$ cat config.mk
export PLATFORM = sky130hd
export DESIGN_NAME = indexed_config_register_bank
export DESIGN_NICKNAME = d
export VERILOG_FILES = /design/src/cfg_pkg.sv /design/src/uart_clock_divider.sv /design/src/indexed_config_register_bank.sv
export VERILOG_INCLUDE_DIRS = /design/src /design/src/src
export SDC_FILE = /design/constraint.sdc
export NUM_CORES = 1
export LEC_CHECK = 0
export BUFFER_PORTS_ARGS = -buffer_cell sky130_fd_sc_hd__buf_2
export CAP_MARGIN = 10
export CORE_UTILIZATION = 58
export CTS_BUF_LIST = sky130_fd_sc_hd__clkbuf_4
export CTS_CLUSTER_DIAMETER = 200
export DETAILED_ROUTE_END_ITERATION = 8
export PLACE_DENSITY = 0.81
export SYNTH_ARGS = -nofsm -noshare
export SYNTH_HDL_FRONTEND = slang
export SYNTH_SLANG_ARGS = --single-unit
$ cat constraint.sdc
create_clock -name mclk_in -period 3.4 [get_ports mclk_in]
set_clock_uncertainty 0.2 [all_clocks]
set_input_delay 0.17 -clock mclk_in [delete_from_list [all_inputs] [get_ports mclk_in]]
set_output_delay 0.17 -clock mclk_in [all_outputs]
set_load 0.05 [all_outputs]
$ cat src/cfg_consts.svh
// constants of the indexed configuration register bank
// assumes inclusion by bare name from the divider, the bank and the test modules
`ifndef CFG_CONSTS_SVH
`define CFG_CONSTS_SVH

// i/o port addresses, primary and alternate pair
`define CFG_INDEX_PORT_PRI 16'h0251
`define CFG_DATA_PORT_PRI 16'h0252
`define CFG_INDEX_PORT_ALT 16'h03F0
`define CFG_DATA_PORT_ALT 16'h03F1

// index range and implemented registers
`define CFG_INDEX_LAST 8'h29
`define CFG_REG_COUNT 4
`define CFG_IDX_PORT_MODE 8'h00
`define CFG_IDX_DRIVE_SWAP 8'h01
`define CFG_IDX_RESERVED_TWO 8'h02
`define CFG_IDX_EPP_UART 8'h03

// writable bit masks
`define CFG0_MASK 8'h0D
`define CFG1_MASK 8'h80
`define CFG2_MASK 8'h00
`define CFG3_MASK 8'h23

// reset values
`define CFG0_RESET 8'h00
`define CFG1_RESET 8'h00
`define CFG2_RESET 8'h00
`define CFG3_RESET 8'h30

// field positions
`define CFG0_POWER_DOWN_BIT 0
`define CFG0_MODE_LOW_BIT 2
`define CFG0_MODE_MID_BIT 3
`define CFG1_SWAP_BIT 7
`define CFG3_EPP_VERSION_BIT 5
`define CFG3_UART_ONE_MIDI_BIT 1
`define CFG3_UART_TWO_MIDI_BIT 0

// parallel mode selector codes
`define PAR_CODE_NORMAL 3'h0
`define PAR_CODE_EXT_SINGLE 3'h1
`define PAR_CODE_EXT_DUAL 3'h3
`define PAR_CODE_EPP_SPP 3'h5
`define PAR_CODE_ECP 3'h6
`define PAR_CODE_ECP_EPP 3'h7

// uart reference clock divisors
`define CFG_DIV_NORMAL 13
`define CFG_DIV_MIDI 12

// key values of extended function mode, arbitrary
`define CFG_KEY_ENTER 8'h5A
`define CFG_KEY_EXIT 8'hA5

`endif

$ cat src/cfg_pkg.sv
// types of the indexed configuration register bank
// assumes cfg_consts.svh on the include path
package cfg_pkg;

  // isa i/o pins seen by the bank
  typedef struct packed {
    logic [15:0] addr;
    logic [7:0] data;
    logic ior_n;
    logic iow_n;
    logic aen;
  } isa_bus_in_t;

  // data bus drive back to the pins
  typedef struct packed {
    logic [7:0] data;
    logic data_oe;
  } isa_bus_out_t;

  typedef enum logic [1:0] {
    KEY_IDLE,
    KEY_HALF,
    KEY_ACTIVE
  } key_state_t;

  typedef enum logic [2:0] {
    MODE_NORMAL,
    MODE_EXT_SINGLE_FLOPPY,
    MODE_EXT_DUAL_FLOPPY,
    MODE_EPP_SPP,
    MODE_ECP,
    MODE_ECP_EPP,
    MODE_RESERVED
  } par_mode_t;

endpackage

$ cat src/uart_clock_divider.sv
// divides reference clock edges into one uart clock tick
// assumes ref_edge_in is a one-cycle pulse already synchronised to mclk_in
`timescale 1ns/10ps
`include "cfg_consts.svh"
module uart_clock_divider #(
  parameter int unsigned DIV_NORMAL = `CFG_DIV_NORMAL,
  parameter int unsigned DIV_MIDI = `CFG_DIV_MIDI
)(
  // clock and reset
  input wire logic mclk_in,
  input wire logic reset_in,
  // control
  input wire logic ref_edge_in,
  input wire logic midi_sel_in,
  input wire logic stop_in,
  // tick
  output logic tick_out
);
  import cfg_pkg::*;

  if (DIV_NORMAL < 2 || DIV_NORMAL > 15 || DIV_MIDI < 2 || DIV_MIDI > 15) begin : g_check
    $error("uart_clock_divider: divisors must lie in 2..15");
  end

  logic [3:0] count_q;
  logic [3:0] count_d;
  logic tick_q;
  logic tick_d;
  logic [3:0] last;

  always_comb begin
    last = midi_sel_in ? 4'(DIV_MIDI - 1) : 4'(DIV_NORMAL - 1);
    count_d = count_q;
    tick_d = 1'b0;
    if (stop_in) begin
      count_d = 4'h0;
    end else if (ref_edge_in) begin
      // a divisor change mid count must still wrap
      if (count_q >= last) begin
        count_d = 4'h0;
        tick_d = 1'b1;
      end else begin
        count_d = count_q + 4'h1;
      end
    end
  end

  always_ff @(posedge mclk_in) begin
    if (reset_in) begin
      count_q <= 4'h0;
      tick_q <= 1'b0;
    end else begin
      count_q <= count_d;
      tick_q <= tick_d;
    end
  end

  assign tick_out = tick_q;

endmodule

$ cat src/indexed_config_register_bank.sv
// indexed configuration register bank on the isa i/o bus
// assumes raw isa pins and a 24 mhz reference pin, all asynchronous to mclk_in
//
// Contract
// index port write selects data-port register
// index port at 251h or 3f0h
// data port at 252h or 3f1h, read/write
// mode selector from reg9 bit7, reg0 bits3:2
// selector codes map to parallel modes
// reset leaves parallel port in normal mode
// reg0 bit0 set stops internal clock
// power-down ends on reset or bit cleared
// reg1 bit7 swaps floppy drives a, b
// register two is reserved, no effect
// reg3 bit5 epp version, reset 30h
// reg3 bit1 first uart divide 13/12
// reg3 bit0 second uart divide 13/12
// key sequence gates extended function mode
// reserved bits ignore writes
`timescale 1ns/10ps
`include "cfg_consts.svh"
module indexed_config_register_bank #(
  parameter logic [7:0] KEY_ENTER = `CFG_KEY_ENTER,
  parameter logic [7:0] KEY_EXIT = `CFG_KEY_EXIT,
  parameter int unsigned DIV_NORMAL = `CFG_DIV_NORMAL,
  parameter int unsigned DIV_MIDI = `CFG_DIV_MIDI
)(
  // clock and reset
  input wire logic mclk_in,
  input wire logic reset_in,
  // isa i/o bus pins
  input wire cfg_pkg::isa_bus_in_t isa_in,
  output cfg_pkg::isa_bus_out_t isa_out,
  // straps and neighbours
  input wire logic port_alt_sel_in,
  input wire logic uart_ref_clk_in,
  input wire logic par_mode_bit_high_in,
  // configuration outputs
  output logic ext_mode_active_out,
  output logic legacy_power_down_out,
  output logic floppy_drive_swap_out,
  output logic epp_version_select_out,
  output logic [2:0] par_mode_bits_out,
  output cfg_pkg::par_mode_t par_mode_out,
  output logic par_mode_reserved_out,
  // uart clock ticks, bit 0 first uart
  output logic [1:0] uart_clk_tick_out
);
  import cfg_pkg::*;

  if (KEY_ENTER == KEY_EXIT) begin : g_check
    $error("indexed_config_register_bank: enter and exit keys must differ");
  end

  if (DIV_NORMAL < 2 || DIV_NORMAL > 15 || DIV_MIDI < 2 || DIV_MIDI > 15) begin : g_div_check
    $error("indexed_config_register_bank: divisors must lie in 2..15");
  end

  localparam int unsigned REGS = `CFG_REG_COUNT;
  localparam logic [7:0] REG_MASK [REGS] = '{`CFG0_MASK, `CFG1_MASK, `CFG2_MASK, `CFG3_MASK};
  localparam logic [7:0] REG_RESET [REGS] = '{`CFG0_RESET, `CFG1_RESET, `CFG2_RESET, `CFG3_RESET};
  localparam int unsigned MIDI_BIT [2] = '{`CFG3_UART_ONE_MIDI_BIT, `CFG3_UART_TWO_MIDI_BIT};
  localparam isa_bus_in_t BUS_IDLE = '{addr: 16'h0000, data: 8'h00, ior_n: 1'b1, iow_n: 1'b1, aen: 1'b1};

  // pin synchronisers

  isa_bus_in_t bus_s1_q;
  isa_bus_in_t bus_s2_q;
  logic alt_s1_q;
  logic alt_s2_q;
  logic ref_s1_q;
  logic ref_s2_q;

  always_ff @(posedge mclk_in) begin
    if (reset_in) begin
      bus_s1_q <= BUS_IDLE;
      bus_s2_q <= BUS_IDLE;
      // strap must reach the latch while reset is held
      alt_s1_q <= port_alt_sel_in;
      alt_s2_q <= alt_s1_q;
      ref_s1_q <= 1'b0;
      ref_s2_q <= 1'b0;
    end else begin
      bus_s1_q <= isa_in;
      bus_s2_q <= bus_s1_q;
      alt_s1_q <= port_alt_sel_in;
      alt_s2_q <= alt_s1_q;
      ref_s1_q <= uart_ref_clk_in;
      ref_s2_q <= ref_s1_q;
    end
  end

  // port pair strap, followed while reset is held

  logic alt_q;
  logic alt_d;

  always_comb begin
    alt_d = reset_in ? alt_s2_q : alt_q;
  end

  always_ff @(posedge mclk_in) begin
    alt_q <= alt_d;
  end

  // address decode

  logic index_hit;
  logic data_hit;

  always_comb begin
    if (alt_q) begin
      index_hit = bus_s2_q.addr == `CFG_INDEX_PORT_ALT;
      data_hit = bus_s2_q.addr == `CFG_DATA_PORT_ALT;
    end else begin
      index_hit = bus_s2_q.addr == `CFG_INDEX_PORT_PRI;
      data_hit = bus_s2_q.addr == `CFG_DATA_PORT_PRI;
    end
  end

  // write strobe: taken once, second sample of a low iow

  logic iow_prev_q;
  logic iow_prev_d;
  logic wr_done_q;
  logic wr_done_d;
  logic wr_take;

  always_comb begin
    wr_take = !bus_s2_q.iow_n && !iow_prev_q && !bus_s2_q.aen && !wr_done_q;
    iow_prev_d = bus_s2_q.iow_n;
    if (bus_s2_q.iow_n) begin
      wr_done_d = 1'b0;
    end else begin
      wr_done_d = wr_done_q | wr_take;
    end
  end

  always_ff @(posedge mclk_in) begin
    if (reset_in) begin
      iow_prev_q <= 1'b1;
      wr_done_q <= 1'b0;
    end else begin
      iow_prev_q <= iow_prev_d;
      wr_done_q <= wr_done_d;
    end
  end

  // key sequence and index register

  key_state_t key_q;
  key_state_t key_d;
  logic [7:0] index_q;
  logic [7:0] index_d;
  logic active;
  logic active_q;
  logic active_d;

  assign active = active_q;

  always_comb begin
    key_d = key_q;
    index_d = index_q;
    if (wr_take && index_hit) begin
      case (key_q)
        KEY_IDLE: begin
          if (bus_s2_q.data == KEY_ENTER) begin
            key_d = KEY_HALF;
          end
        end
        KEY_HALF: begin
          if (bus_s2_q.data == KEY_ENTER) begin
            key_d = KEY_ACTIVE;
            index_d = 8'h00;
          end else begin
            key_d = KEY_IDLE;
          end
        end
        KEY_ACTIVE: begin
          if (bus_s2_q.data == KEY_EXIT) begin
            key_d = KEY_IDLE;
          end else begin
            index_d = bus_s2_q.data;
          end
        end
        default: begin
          key_d = KEY_IDLE;
        end
      endcase
    end else if (wr_take && data_hit && key_q == KEY_HALF) begin
      // any data-port write breaks a half-entered key
      key_d = KEY_IDLE;
    end
    active_d = key_d == KEY_ACTIVE;
  end

  always_ff @(posedge mclk_in) begin
    if (reset_in) begin
      key_q <= KEY_IDLE;
      index_q <= 8'h00;
      active_q <= 1'b0;
    end else begin
      key_q <= key_d;
      index_q <= index_d;
      active_q <= active_d;
    end
  end

  // configuration registers 0 to 3

  logic [7:0] cfg_q [REGS];
  logic [7:0] cfg_d [REGS];
  logic reg_sel;

  // indices 4 to 29h live elsewhere; here they read zero
  assign reg_sel = index_q < 8'(REGS);

  always_comb begin
    for (int i = 0; i < REGS; i++) begin
      cfg_d[i] = cfg_q[i];
      // reserved bits keep their reset value; register two has none writable
      if (wr_take && data_hit && active && reg_sel && index_q[1:0] == 2'(i)) begin
        cfg_d[i] = (bus_s2_q.data & REG_MASK[i]) | (cfg_q[i] & ~REG_MASK[i]);
      end
    end
  end

  always_ff @(posedge mclk_in) begin
    if (reset_in) begin
      for (int i = 0; i < REGS; i++) begin
        cfg_q[i] <= REG_RESET[i];
      end
    end else begin
      for (int i = 0; i < REGS; i++) begin
        cfg_q[i] <= cfg_d[i];
      end
    end
  end

  // data-port read answer

  isa_bus_out_t bus_out_q;
  isa_bus_out_t bus_out_d;

  always_comb begin
    bus_out_d.data_oe = !bus_s2_q.ior_n && !bus_s2_q.aen && data_hit && active;
    bus_out_d.data = 8'h00;
    if (bus_out_d.data_oe && reg_sel) begin
      bus_out_d.data = cfg_q[index_q[1:0]];
    end
  end

  always_ff @(posedge mclk_in) begin
    if (reset_in) begin
      bus_out_q <= '{data: 8'h00, data_oe: 1'b0};
    end else begin
      bus_out_q <= bus_out_d;
    end
  end

  // parallel port mode selector

  logic [2:0] par_bits_q;
  logic [2:0] par_bits_d;
  par_mode_t par_mode_q;
  par_mode_t par_mode_d;
  logic par_rsvd_q;
  logic par_rsvd_d;

  always_comb begin
    par_bits_d = {par_mode_bit_high_in, cfg_q[0][`CFG0_MODE_MID_BIT], cfg_q[0][`CFG0_MODE_LOW_BIT]};
    par_rsvd_d = 1'b0;
    case (par_bits_d)
      `PAR_CODE_NORMAL: par_mode_d = MODE_NORMAL;
      `PAR_CODE_EXT_SINGLE: par_mode_d = MODE_EXT_SINGLE_FLOPPY;
      `PAR_CODE_EXT_DUAL: par_mode_d = MODE_EXT_DUAL_FLOPPY;
      `PAR_CODE_EPP_SPP: par_mode_d = MODE_EPP_SPP;
      `PAR_CODE_ECP: par_mode_d = MODE_ECP;
      `PAR_CODE_ECP_EPP: par_mode_d = MODE_ECP_EPP;
      default: begin
        par_mode_d = MODE_RESERVED;
        par_rsvd_d = 1'b1;
      end
    endcase
  end

  always_ff @(posedge mclk_in) begin
    if (reset_in) begin
      par_bits_q <= 3'h0;
      par_mode_q <= MODE_NORMAL;
      par_rsvd_q <= 1'b0;
    end else begin
      par_bits_q <= par_bits_d;
      par_mode_q <= par_mode_d;
      par_rsvd_q <= par_rsvd_d;
    end
  end

  // uart clock dividers, halted in legacy power-down

  logic ref_prev_q;
  logic ref_edge;
  logic power_down;

  assign ref_edge = ref_s2_q && !ref_prev_q;
  assign power_down = cfg_q[0][`CFG0_POWER_DOWN_BIT];

  always_ff @(posedge mclk_in) begin
    if (reset_in) begin
      ref_prev_q <= 1'b0;
    end else begin
      ref_prev_q <= ref_s2_q;
    end
  end

  for (genvar u = 0; u < 2; u++) begin : g_uart
    uart_clock_divider #(
      .DIV_NORMAL(DIV_NORMAL),
      .DIV_MIDI(DIV_MIDI)
    ) u_div (
      .mclk_in(mclk_in),
      .reset_in(reset_in),
      .ref_edge_in(ref_edge),
      .midi_sel_in(cfg_q[3][MIDI_BIT[u]]),
      .stop_in(power_down),
      .tick_out(uart_clk_tick_out[u])
    );
  end

  // outputs, all from flip-flops

  assign isa_out = bus_out_q;
  assign ext_mode_active_out = active;
  assign legacy_power_down_out = power_down;
  assign floppy_drive_swap_out = cfg_q[1][`CFG1_SWAP_BIT];
  assign epp_version_select_out = cfg_q[3][`CFG3_EPP_VERSION_BIT];
  assign par_mode_bits_out = par_bits_q;
  assign par_mode_out = par_mode_q;
  assign par_mode_reserved_out = par_rsvd_q;

endmodule

==> After elaboration in Yosys (flattened, before gate mapping) <==
Memories as Yosys holds them, arrays and structs flattened. A register that Yosys moved wholly into a read port is not among the register bits.
Index checks and enable logic that the tools add are counted.
{ "op_classes": {"n_addsub": 2, "n_lt_le_gt_ge": 3, "eq_ne": 19, "mux": 29, "bitwise_logic": 10, "reduce_logical": 33} }
{ "op_table": {"columns": ["operator", "n"], "rows": [
  ["two-way mux 8 bit", 9],
  ["== test 16 x 10 -> 1 bit (second input constant)", 4],
  ["case mux 3 bit (6 select lines)", 1],
  ["logical AND 1 bit", 16],
  ["case mux 8 bit (2 select lines)", 1],
  ["two-way mux 2 bit", 5],
  ["== test 3 bit (second input constant)", 3],
  ["adder 4 x 1 -> 4 bit (second input constant)", 2],
  ["== test 8 x 7 -> 1 bit (second input constant)", 1],
  ["== test 8 bit (second input constant)", 1],
  [">= comparator 4 bit", 2],
  ["< comparator 8 x 3 -> 1 bit (second input constant)", 1],
  ["two-way mux 1 bit", 8],
  ["two-way mux 4 bit", 2],
  ["bitwise OR 4 x 8 -> 8 bit", 1],
  ["bitwise OR 6 x 8 -> 8 bit", 1],
  ["bitwise OR 8 x 7 -> 8 bit", 1],
  ["== test 2 bit (second input constant)", 3],
  ["logical NOT 1 bit", 6],
  ["two-way mux 3 bit", 2],
  ["case mux 2 bit (3 select lines)", 1],
  ["OR reduction 2 bit", 3],
  ["OR reduction 6 bit", 1],
  ["bitwise OR 1 bit", 5],
  ["other kinds (12)", 16]
]} }
{ "totals": {"reg_bits": 91, "ramBits": 32, "inputBits": 32, "output_inout_bits": 22, "elab_cells": 126, "mem_count": 1} }
{ "memory_table": {"columns": ["memory", "depth", "word_bits", "rd", "rd_ports_with_merged_regs", "write_ports", "line_no", "text"], "rows": [
  ["cfg_q", 4, 8, 4, 1, 4, "indexed_config_register_bank.sv:211", "logic [7:0] cfg_q [REGS];"]
]} }

==> Logic depth before layout (Yosys ltp) <==
Gate-level depths: netlist of run 1.
{ "logic_depth": {"word_depth": 10, "ltp_mapped": 6} }

==> Hierarchy <==
From an unflattened synthesis of run 1, not the netlist that was laid out.
{ "unflattened": {"cells_unflattened": 360, "hier_area_um2": 3751.1} }
{ "by_module_without_submodules": {"columns": ["module", "n_inst", "cells_per_inst", "area_per_inst_um2"], "rows": [
  ["indexed_config_register_bank", 1, 288, 3060.4],
  ["uart_clock_divider", 2, 36, 345.3]
]} }

==> Least setup slack after synthesis of run 1 <==
OpenSTA, ideal clock, no wires.
{ "synth_path": {"path_kind": "flip-flop to flip-flop", "from": "register bus_s2_q[0] (netlist name)", "to": "memory cfg_q[0][2]", "arrival_time_ns": 2.233, "path_slack_ns": 0.847, "stages_incl_launch_ff": 7, "n_path_buf": 2, "cell_sequence": "dfxtp_1 > or4b_4 > or4_4 > buf_6 > or4_4 > buf_6 > mux2i_1"} }
{ "synth_rtl": {"columns": ["element", "line_no", "text"], "rows": [
  ["from (decl)", "indexed_config_register_bank.sv:68", "isa_bus_in_t bus_s2_q;"],
  ["from (signal assigned)", "indexed_config_register_bank.sv:85", "bus_s2_q <= bus_s1_q;"],
  ["to (decl)", "indexed_config_register_bank.sv:211", null]
]} }

==> Worst setup path after layout of run 1 <==
{ "layout_path": {"from": "register alt_q", "to": "register isa_out[3] (netlist name)"} }
{ "layout_between": {"elab_chain_len": 6} }
{ "layout_rtl": {"columns": ["element", "line_no", "text"], "rows": [
  ["from (decl)", "indexed_config_register_bank.sv:95", "logic alt_q;"],
  ["from (signal assigned)", "indexed_config_register_bank.sv:103", "alt_q <= alt_d;"],
  ["two-way mux 1 bit", "indexed_config_register_bank.sv:112", "if (alt_q) begin"],
  ["logical AND 1 bit (2 in a row)", "indexed_config_register_bank.sv:246", "bus_out_d.data_oe = !bus_s2_q.ior_n && !bus_s2_q.aen && data_hit && active;"],
  ["logical AND 1 bit", "indexed_config_register_bank.sv:248", "if (bus_out_d.data_oe && reg_sel) begin"],
  ["inverter 1 bit (no source line)", null, null],
  ["OR reduction 2 bit (no source line)", null, null]
]} }
No other way between the ends.
A chain may end at the register's enable or synchronous reset.

==> results of run 1 <==
## logic make-up (layout without fill, tap and decap cells)
group,after synthesis,in the layout
AOI/OAI and AO/OA,35,35
xor gates and xnor gates,8,8
adders and majority gates,9,9
buffers and inverters,34,116
DFF,105,105
muxes,9,9
other,1,1
and+or+nand+nor,143,143
## worst max-delay path: stages (launching register included)
cell and delay, ns:
edfxtp_1 0.48, or4_1 0.60, o22a_1 0.29, or4b_1 0.67, nor3_1 0.21
## metal layers
metal / vias up / wire length (um) / global-route usage [%]
li1: 1327 / - / -
met1: 1137 / 2870 / 24.9
met2: 71 / 3070 / 37.6
met3: 15 / 291 / 5.78
met4: 0 / 131 / 8.25
met5: - / 0 / 0
## report_power, final
group | internal [mW] | switching (mW)
sequential | 1.27 | 0.0146
clock | 0.160 | 0.364
combinational | 0.0698 | 0.0606
## layout by cell type, fill, tap and decap left out, types with 2 or more instances in the layout
cell,netlist,final
a211o_1,2,2
a21o_1,4,4
a21oi_1,3,3
a311oi_1,8,8
a31o_1,3,3
and4_1,2,2
buf_2,0,52
buf_4,3,2
clkbuf_4,0,11
clkinv_2,0,2
dfxtp_1,104,104
dlygate4sd3_1,0,32
ha_1,8,8
inv_1,15,15
mux2i_1,9,9
nand2_1,20,20
nand2b_1,5,5
nand3_1,6,6
nand4_1,5,5
nor2_1,15,15
nor2b_1,53,53
nor3_1,5,5
nor4_1,6,6
o32ai_1,5,5
or2_2,8,8
or3_1,3,3
or4_1,4,4
or4_4,2,2
xnor2_1,4,4
xor2_1,4,4
## through the flow
step,worst slack (ns),hold WS (ns)
final,0.871,0.149
after global routing,0.700,0.134
after CTS,0.857,0.143
after detailed placement,0.902,0.0806
after global placement,0.928,0.0736
after floorplan,0.847,-0.00228
## worst paths after layout
kind	to	slack (ns)
worst max-delay path	isa_out[3]$_SDFF_PP0_	0.87
worst min-delay path	alt_s2_q$_DFF_P_	0.15
worst max register to register	isa_out[3]$_SDFF_PP0_	0.87
worst min register to register	alt_s2_q$_DFF_P_	0.15
## state kept, by name (all words and copies together), names as in the netlist, 2 cells and up
name,cells
g_uart.u_div.tick_out,2
cfg_q,7
isa_out,8
g_uart.u_div.count_q,8
par_mode_out,3
par_mode_bits_out,3
bus_s2_q,26
bus_s1_q,27
key_q,2
index_q,8
## area by class of cell
cell class,count,area (um^2)
sequential,105,2110
fill,443,1650
multi-input combinational,205,1410
timing repair buffer,86,596
tap,75,93.8
clock buffer,11,82.6
inverter,15,56.3
clock inverter,4,22.5
## what timing repair did
item,4_1_cts,5_1_grt
endpoints found under the hold margin,41,0
gates resized for setup,0,0
hold buffers,32,0
==> key figures, run 1 <==
Outcome
  – Status: completed

Timing
  – Worst-margin pin slew: 0.622 ns
  – Setup TNS: 0 ns
  – Hold Vio Cnt, Final: 0
  – RSZ-0062 raised after global routing: false
  – Setup violations, final: 0
  – Fmax: 395 MHz
  – Period minus WS final: 2.53 ns
  – Worst rel slew slack: 58.1%
  – Final Slew Violations: 0
  – Period utilization: 74.4%

Die
  – Ports: 54
  – Initial core utilization: 61.0%
  – Cell Rows: 28
  – Die ar.: 0.00666 mm^2
  – Core footprint: 0.00603 mm^2
  – Die width: 81.6 um
  – Die height: 81.6 um

Cells and area
  – Finished Layout Cells: 501
  – Area Growth Syn to Fin: 19.0%
  – Finished layout cell area: 0.00437 mm^2
  – Diode count: 0
  – Fin nets: 462
  – Layout cell share with drive strength beyond 1: 19.5%
  – Core Util, Final: 72.5%

GRT
  – Global-route wire length before repair: 10600 um
  – Overflow after GRT: 0
  – GRT Util Overall: 21.5%
  – Vias in the first global route: 2346
  – Antenna violations before repair: 0
  – Largest net degree at the start of global routing: 54

CTS
  – Post-CTS Setup Bufs: 0
  – CTS tree: done
  – H-tree depth reported by CTS: 3
  – CTS Buf Count: 9
  – Clock tree root buffer cell: clkbuf_4
  – Clk slew on worst S/H paths: 0.14 ns
  – Clk buf depth: 2
  – Clk_lat worst skew: 0.44 ns
  – Clock sinks: 105

Drt
  – Remaining DRCs: 0
  – Post-route ant nets: 0
  – Initial DRC Count: 150
  – Avg Vias per Cell: 5.09
  – Wire length per cell: 12.7 um
  – Drt pass-1 iters: 4
  – Final wirelength: 6360 um
  – Vias post-DR: 2550

Critical path
  – Worst setup SP type: flip-flop
  – Req. time, crit path: 3.57 ns
  – Largest fanout on the critical path: 7
  – Worst setup path category: reg -> reg
  – Critical Path AT: 2.70 ns
  – Worst Setup SP: alt_q$_DFFE_PP_
  – Reg-to-reg startpoint: alt_q$_DFFE_PP_
  – Crit. End Element: flip-flop
  – R2R cell count: 4

Synthesis
  – Count leader, synth: dfxtp_1
  – Mux cell area share after synthesis: 2.45%
  – Synth top area share: 56.7%
  – Post-synth ARST share: 0%
  – XOR/XNOR share of the synthesized area: 1.91%
  – Post-Synth Simple-Gate Area: 23.1%
  – Distinct cells, synth: 51
  – #FFs+latches synth: 105
  – Sequential cell area fraction in the yosys report: 57.5%
  – Synth warnings: 0
  – Top cells by count, synth: dfxtp_1 (104), nor2b_1 (53), nand2_1 (20)
  – Netlist Area Pre-Place: 0.00367 mm^2
  – Syn nets: 384
  – Post-synth EDFFs: 1
  – Adder-Cell Fraction of Synth Area: 3.00%
  – Cell accounting for the most synthesized area: dfxtp_1
  – Ys flop type: dfxtp_1
  – Area contributors post-synth: dfxtp_1 (57%), nor2b_1 (9.0%), ha_1 (2.7%), mux2i_1 (2.5%), nand2_1 (2.0%)
  – Post-Synthesis Cells: 344
  – Largest family of logic cells by synthesized area: simple AND/OR/NAND/NOR gates
  – Compound-gate portion of the synthesized area: 7.80%
  – Syn_area_per_cell: 10.7 um^2

Power
  – Cell Pwr Density: 444 mW/mm^2
  – Overall power: 1.94 mW
  – Max IR drop VDD: 0.336 mV
  – Static Leak: 1.80 nW

Place
  – Routability cong.: 0.816
  – DP HPWL: 4070 um
  – Placed cells: 454
  – Dpl cell area: 0.00395 mm^2
  – Number of buffers added on ports: 52

Run
  – Number of max-cap violations: 0

Worst hold path
  – Hold Startpoint: alt_s1_q$_DFF_P_
  – Hold Path Stages: 0
  – Min-Delay Path Class: reg -> reg
No activity file was read; power rests on OpenSTA's default activity.
==> run 2, diff against run 1 <==
- CORE_UTILIZATION: 58 -> 53
- PLACE_DENSITY: 0.81 -> 0.78
- clock period: 3.4 -> 2.05 ns (I/O delays scaled with it)
==> run 2 against run 1 <==
The run now ends with negative setup slack left. Cell area up 5.7%. Count of clock-buffer cells in the layout fell by 2. Final cell count increased by 4.8%. First-iteration DRC count shrank 33%. Fmax rose by 8.0%. Routed wire length is 7.2% higher. Global-route usage decreased by 1.8 points. Register-to-register slack got worse by 1.2 ns. Critical path type unchanged. Highest routed layer unchanged.
==> key figures, run 2 (synthesis gave the netlist of run 1 again) <==
Cells and area
  – Most flops, register: bus_s1_q
  – Most frequent cells in the layout: dfxtp_1 (103), nor2b_1 (53), buf_2 (52), dlygate4sd3_1 (34), buf_4 (21)
  – Core Util, Final: 70.8% (-1.8 points)
  – Max FFs per register: 27 (unchanged)
  – Fin nets: 483 (+4.5%)
  – Area Growth Syn to Fin: 25.8%
  – Layout cell share with drive strength beyond 1: 26.1% (+6.6 points)
  – Most common cell after layout, fill and taps aside: dfxtp_1
  – Diode count: 0 (unchanged)
  – Top Registers: bus_s1_q: 27 flops, bus_s2_q: 26 flops

CTS
  – CTS Buf Count: 9 (unchanged)
  – Clk_lat worst skew: 0.46 ns (+0.02 ns)
  – Clk slew on worst S/H paths: 0.17 ns (+0.03 ns)
  – CTS tree: done
  – Clock tree root buffer cell: clkbuf_4
  – H-tree depth reported by CTS: 3 (unchanged)
  – Clk buf depth: 2 (unchanged)
  – Clock sinks: 105 (unchanged)

Critical path
  – Reg-to-reg startpoint: bus_s2_q[25]$_SDFF_PP0_
  – Crit. End Element: flip-flop
  – Worst path buffer plus inverter count: 0 (unchanged)
  – Cells along the critical path: or4_4 > or4_4 > or4_4 > mux2i_1
  – Internal reg-to-reg setup slack: -0.29 ns (-1.16 ns)
  – Cell family with most CP delay: simple AND/OR/NAND/NOR gates
  – Worst setup path category: reg -> reg
  – Worst path depth: 4 (unchanged)
  – CP max-delay cell: or4_4
  – Worst Setup SP: bus_s2_q[25]$_SDFF_PP0_
  – Slowest stage delay, CP: 0.57 ns (-0.10 ns)
  – Largest fanout on the critical path: 5 (-2)
  – Critical Path AT: 2.53 ns (-0.17 ns)
  – Req. time, crit path: 2.24 ns (-1.33 ns)
  – R2R Path End: cfg_q[0][3]$_SDFFE_PP0P_
  – R2R cell count: 4 (unchanged)
  – Crit path capture: cfg_q[0][3]$_SDFFE_PP0P_
  – Worst path most repeated cell: or4_4
  – Worst setup SP type: flip-flop

Drt
  – Top Layer Used: met4
  – Routed wire length on met2: 3420 um (+11%)
  – Metal3 WL: 286 um (-1.7%)
  – Wire length per cell: 13.0 um (+2.3%)
  – Remaining DRCs: 0 (unchanged)
  – Avg Vias per Cell: 5.09 (about the same)
  – Vias post-DR: 2670 (+4.7%)
  – Post-route ant nets: 0 (unchanged)
  – Drt pass-1 iters: 4 (unchanged)
  – Final wirelength: 6820 um (+7.2%)
  – Initial DRC Count: 100 (-33%)
  – DRT met1 WL: 3040 um (+6.0%)

Power
  – Cell Pwr Density: 724 mW/mm^2 (+63%)
  – Max IR drop VDD: 0.501 mV (+49%)
  – Overall power: 3.35 mW (+73%)
  – Static Leak: 1.91 nW (+6.3%)

Timing
  – Final Slew Violations: 0 (unchanged)
  – PnR worst setup slack: -0.291 ns (-1.16 ns)
  – Setup violations, final: 24 (+24)
  – Period minus WS final: 2.34 ns (-0.188 ns)
  – WHS: 0.133 ns (-0.0157 ns)
  – Fmax: 427 MHz (+8.0%)
  – RSZ-0062 raised after global routing: true
  – Hold Vio Cnt, Final: 0 (unchanged)
  – Period utilization: 114% (+40 points)

Die
  – Initial core utilization: 56.3% (-4.7 points)
  – Die width: 85.3 um (+4.5%)
  – Cell Rows: 29 (+3.6%)
  – Ports: 54 (unchanged)
  – Core footprint: 0.00653 mm^2 (+8.4%)
  – Die height: 85.3 um (+4.5%)
  – Die ar.: 0.00727 mm^2 (+9.2%)

Place
  – Routability cong.: 0.856 (+5.0%)
  – Number of buffers added on ports: 52 (unchanged)
  – DP HPWL: 4460 um (+9.8%)

Worst hold path
  – Min-Delay Path Class: in -> reg

GRT
  – Global-route wire length before repair: 11000 um (+3.2%)
  – Vias in the first global route: 2525 (+7.6%)
  – Largest net degree at the start of global routing: 48 (-11%)
  – Overflow after GRT: 0 (unchanged)
  – GRT Util Overall: 19.6% (-1.8 points)
  – Antenna violations before repair: 0 (unchanged)

Outcome
  – Status: finished, violations left
  – Failing checks: negative setup slack

Run
  – Number of max-cap violations: 0 (unchanged)
-- run 2: cell type report --
cell class,count,area [um^2]
Clock buffer,9,67.6
Inverter,15,56.3
Clock inverter,7,61.3
Sequential cell,105,2110
Fill cell,494,1910
Multi-Input combinational cell,205,1470
Tap cell,77,96.3
Timing Repair Buffer,107,758
-- run 2: worst min-delay path by stage --
stage	from	cells past startpoint	endpoint	slack, ns
final	port_alt_sel_in	2	alt_s1_q$_DFF_P_	0.13
after detailed placement	port_alt_sel_in	1	alt_s1_q$_DFF_P_	0.009
after floorplan	port_alt_sel_in	0	alt_s1_q$_DFF_P_	-0.07
after global placement	port_alt_sel_in	1	alt_s1_q$_DFF_P_	0.009
after global routing	port_alt_sel_in	2	alt_s1_q$_DFF_P_	0.09
after CTS	port_alt_sel_in	2	alt_s1_q$_DFF_P_	0.04
-- run 2: worst register-to-register path, delay by kind of cell, from the launching register on --
kind             cells  cell delay [ns]
multiplexers         1             0.18
flip-flops           1             0.32
AND/OR/NAND/NOR      3             1.58
-- run 2: power breakdown --
group	total (mW)	internal, mW	leakage, nW	switching, mW
logic	0.241	0.133	0.978	0.108
clock network	0.972	0.276	0.0707	0.696
registers	2.13	2.11	0.862	0.0243
-- run 2: timing repair --
item / 4_1_cts / 5_1_grt
resized for setup: 0 / 8
hold endpoints to repair: 50 / 0
setup endpoints to repair: 24 / 25
setup buffers: 2 / 0
pin swaps: 1 / 3
hold buffers: 34 / 0
-- run 2: metal layers --
layer,global-route usage [%],up-vias
li1,-,1371
met1,21.4,1224
met2,35.9,67
met3,6.23,8
met4,6.97,0
met5,0,-
-- run 2: through the flow --
stage	instance area [um^2]	setup WS, ns	cells	TNS, ns
2_1_floorplan	3710	-0.372	344	-5.09
3_3_place_gp	4110	-0.255	474	-4.34
3_5_place_dp	4110	-0.280	474	-4.73
4_1_cts	4590	-0.302	526	-6.01
5_1_grt	4620	-0.356	525	-7.42
6_report	4620	-0.291	525	-5.90
==> run 3, diff against run 2 <==
- CORE_ASPECT_RATIO: not set -> 0.75
- SKIP_CTS_REPAIR_TIMING: not set -> 1
==> run 3 against run 2 <==
The run still ends with negative setup slack left. Cell area up 0.87%. Hold slack better by 0.0059 ns. Via count up 2.4%. Combinational power about the same. Die area about the same. First-iteration DRC count up 60%. Non-clock buffer count unchanged. Critical path type unchanged. Largest cell class unchanged.
==> key figures, run 3 (synthesis gave the netlist of run 1 again) <==
Outcome
  – Status: finished, violations left
  – Failing checks: negative setup slack

Critical path
  – Worst path buffer plus inverter count: 2 (+2)
  – Slowest stage delay, CP: 0.59 ns (+0.02 ns)
  – Internal reg-to-reg setup slack: -0.37 ns (-0.08 ns)
  – Worst setup SP type: flip-flop
  – Worst setup path category: reg -> reg
  – Worst path most repeated cell: buf_4
  – Req. time, crit path: 2.25 ns (about the same)
  – Largest fanout on the critical path: 7 (+2)
  – Critical Path AT: 2.62 ns (+0.09 ns)
  – Cell family with most CP delay: simple AND/OR/NAND/NOR gates
  – Cells along the critical path: or4b_4 > or4_4 > buf_4 > a211oi_2 > buf_4 > o211a_1
  – Crit. End Element: flip-flop
  – CP max-delay cell: or4_4

Drt
  – Avg Vias per Cell: 5.17 (+1.7%)
  – Post-route ant nets: 0 (unchanged)
  – Initial DRC Count: 160 (+60%)
  – Remaining DRCs: 0 (unchanged)
  – Drt pass-1 iters: 6 (+2)
  – Wire length per cell: 12.9 um (-0.61%)
  – Final wirelength: 6830 um (+0.15%)
  – Vias post-DR: 2735 (+2.4%)

Cells and area
  – Diode count: 0 (unchanged)
  – Seq. cell area: 0.00211 mm^2 (unchanged)
  – Filler cell count: 464 (-6.1%)
  – Multi-input gate area: 0.00147 mm^2 (+0.34%)
  – Core Util, Final: 71.7% (+0.89 points)
  – Layout cell share with drive strength beyond 1: 25.9% (-0.22 points)
  – Top Registers: bus_s1_q: 27 flops, bus_s2_q: 26 flops
  – Most common cell after layout, fill and taps aside: dfxtp_1
  – Most flops, register: bus_s1_q
  – Finished layout cell area: 0.00466 mm^2 (+0.87%)
  – Fin nets: 483 (unchanged)
  – Finished Layout Cells: 529 (+0.76%)
  – Area Growth Syn to Fin: 26.9%
  – Most frequent cells in the layout: dfxtp_1 (103), nor2b_1 (53), buf_2 (52), dlygate4sd3_1 (33), buf_4 (22)
  – Max FFs per register: 27 (unchanged)

GRT
  – Overflow after GRT: 0 (unchanged)
  – GRT Util Overall: 18.0% (-1.7 points)
  – Largest net degree at the start of global routing: 61 (+27%)
  – Antenna violations before repair: 0 (unchanged)
  – Vias in the first global route: 2360 (-6.5%)
  – Global-route wire length before repair: 10000 um (-8.4%)

Die
  – Ports: 54 (unchanged)
  – Cell Rows: 25 (-14%)
  – Die width: 98.2 um (+15%)
  – Core footprint: 0.00651 mm^2 (-0.38%)
  – Die height: 74.1 um (-13%)
  – Die ar.: 0.00727 mm^2 (about the same)
  – Initial core utilization: 56.5% (+0.22 points)

Timing
  – PnR worst setup slack: -0.373 ns (-0.0818 ns)
  – Period utilization: 118% (+4.0 points)
  – Worst-margin pin slew: 0.551 ns
  – Period minus WS final: 2.42 ns (+0.0818 ns)
  – Setup TNS: -7.05 ns (-1.14 ns)
  – Worst rel slew slack: 63.3%
  – Hold Vio Cnt, Final: 0 (unchanged)
  – Final Slew Violations: 0 (unchanged)
  – WHS: 0.139 ns (+0.00589 ns)
  – Fmax: 413 MHz (-3.4%)
  – Setup violations, final: 24 (unchanged)
  – RSZ-0062 raised after global routing: true

Place
  – Routability cong.: 0.788 (-8.0%)
  – Dpl ws: -0.360 ns (-0.0801 ns)
  – DP HPWL: 4500 um (+0.93%)
  – Dpl cell area: 0.00411 mm^2 (about the same)
  – Number of buffers added on ports: 52 (unchanged)
  – Placed cells: 477 (+0.63%)

CTS
  – CTS Buf Count: 9 (unchanged)
  – H-tree depth reported by CTS: 3 (unchanged)
  – Clock sinks: 105 (unchanged)
  – Clk buf depth: 2 (unchanged)
  – Clk_lat worst skew: 0.45 ns (about the same)
  – Clk slew on worst S/H paths: 0.16 ns (about the same)
  – CTS tree: done
  – Clock tree root buffer cell: clkbuf_4

Power
  – Static Leak: 1.95 nW (+1.9%)
  – Cell Pwr Density: 747 mW/mm^2 (+3.3%)
  – Max IR drop VDD: 0.449 mV (-10%)
  – Overall power: 3.48 mW (+4.2%)

Run
  – Number of max-cap violations: 0 (unchanged)

Worst hold path
  – Min-Delay Path Class: in -> reg
-- run 3: metal layers --
layer,GRT usage (%),up-vias,part of all wire (%)
met5,0,-,0
met4,9.12,0,1.6
met3,5.36,11,4.9
met2,30.4,85,48
met1,21.3,1269,45
li1,-,1370,-
-- run 3: report_power, final --
part           internal [mW]  switching (mW)
registers               2.11          0.0222
logic                  0.132           0.111
clock network          0.408           0.704
-- run 3: path summary, 6_finish.rpt --
kind,startpoint,endpoint,depth (start not counted)
worst min register to register,alt_s1_q$_DFF_P_,alt_s2_q$_DFF_P_,0
worst max-delay path,bus_s2_q[0]$_SDFF_PP1_,ext_mode_active_out$_SDFF_PP0_,6
worst max register to register,bus_s2_q[0]$_SDFF_PP1_,ext_mode_active_out$_SDFF_PP0_,6
worst min-delay path,port_alt_sel_in,alt_s1_q$_DFF_P_,2
-- run 3: cell type report --
class	count	share of cell area, %
Clock buffer	9	1.45
Clock inverter	7	2.01
Inverter	15	1.21
Multi-Input combinational cell	205	31.6
Sequential cell	105	45.3
Tap cell	81	2.17
Timing Repair Buffer	107	16.2
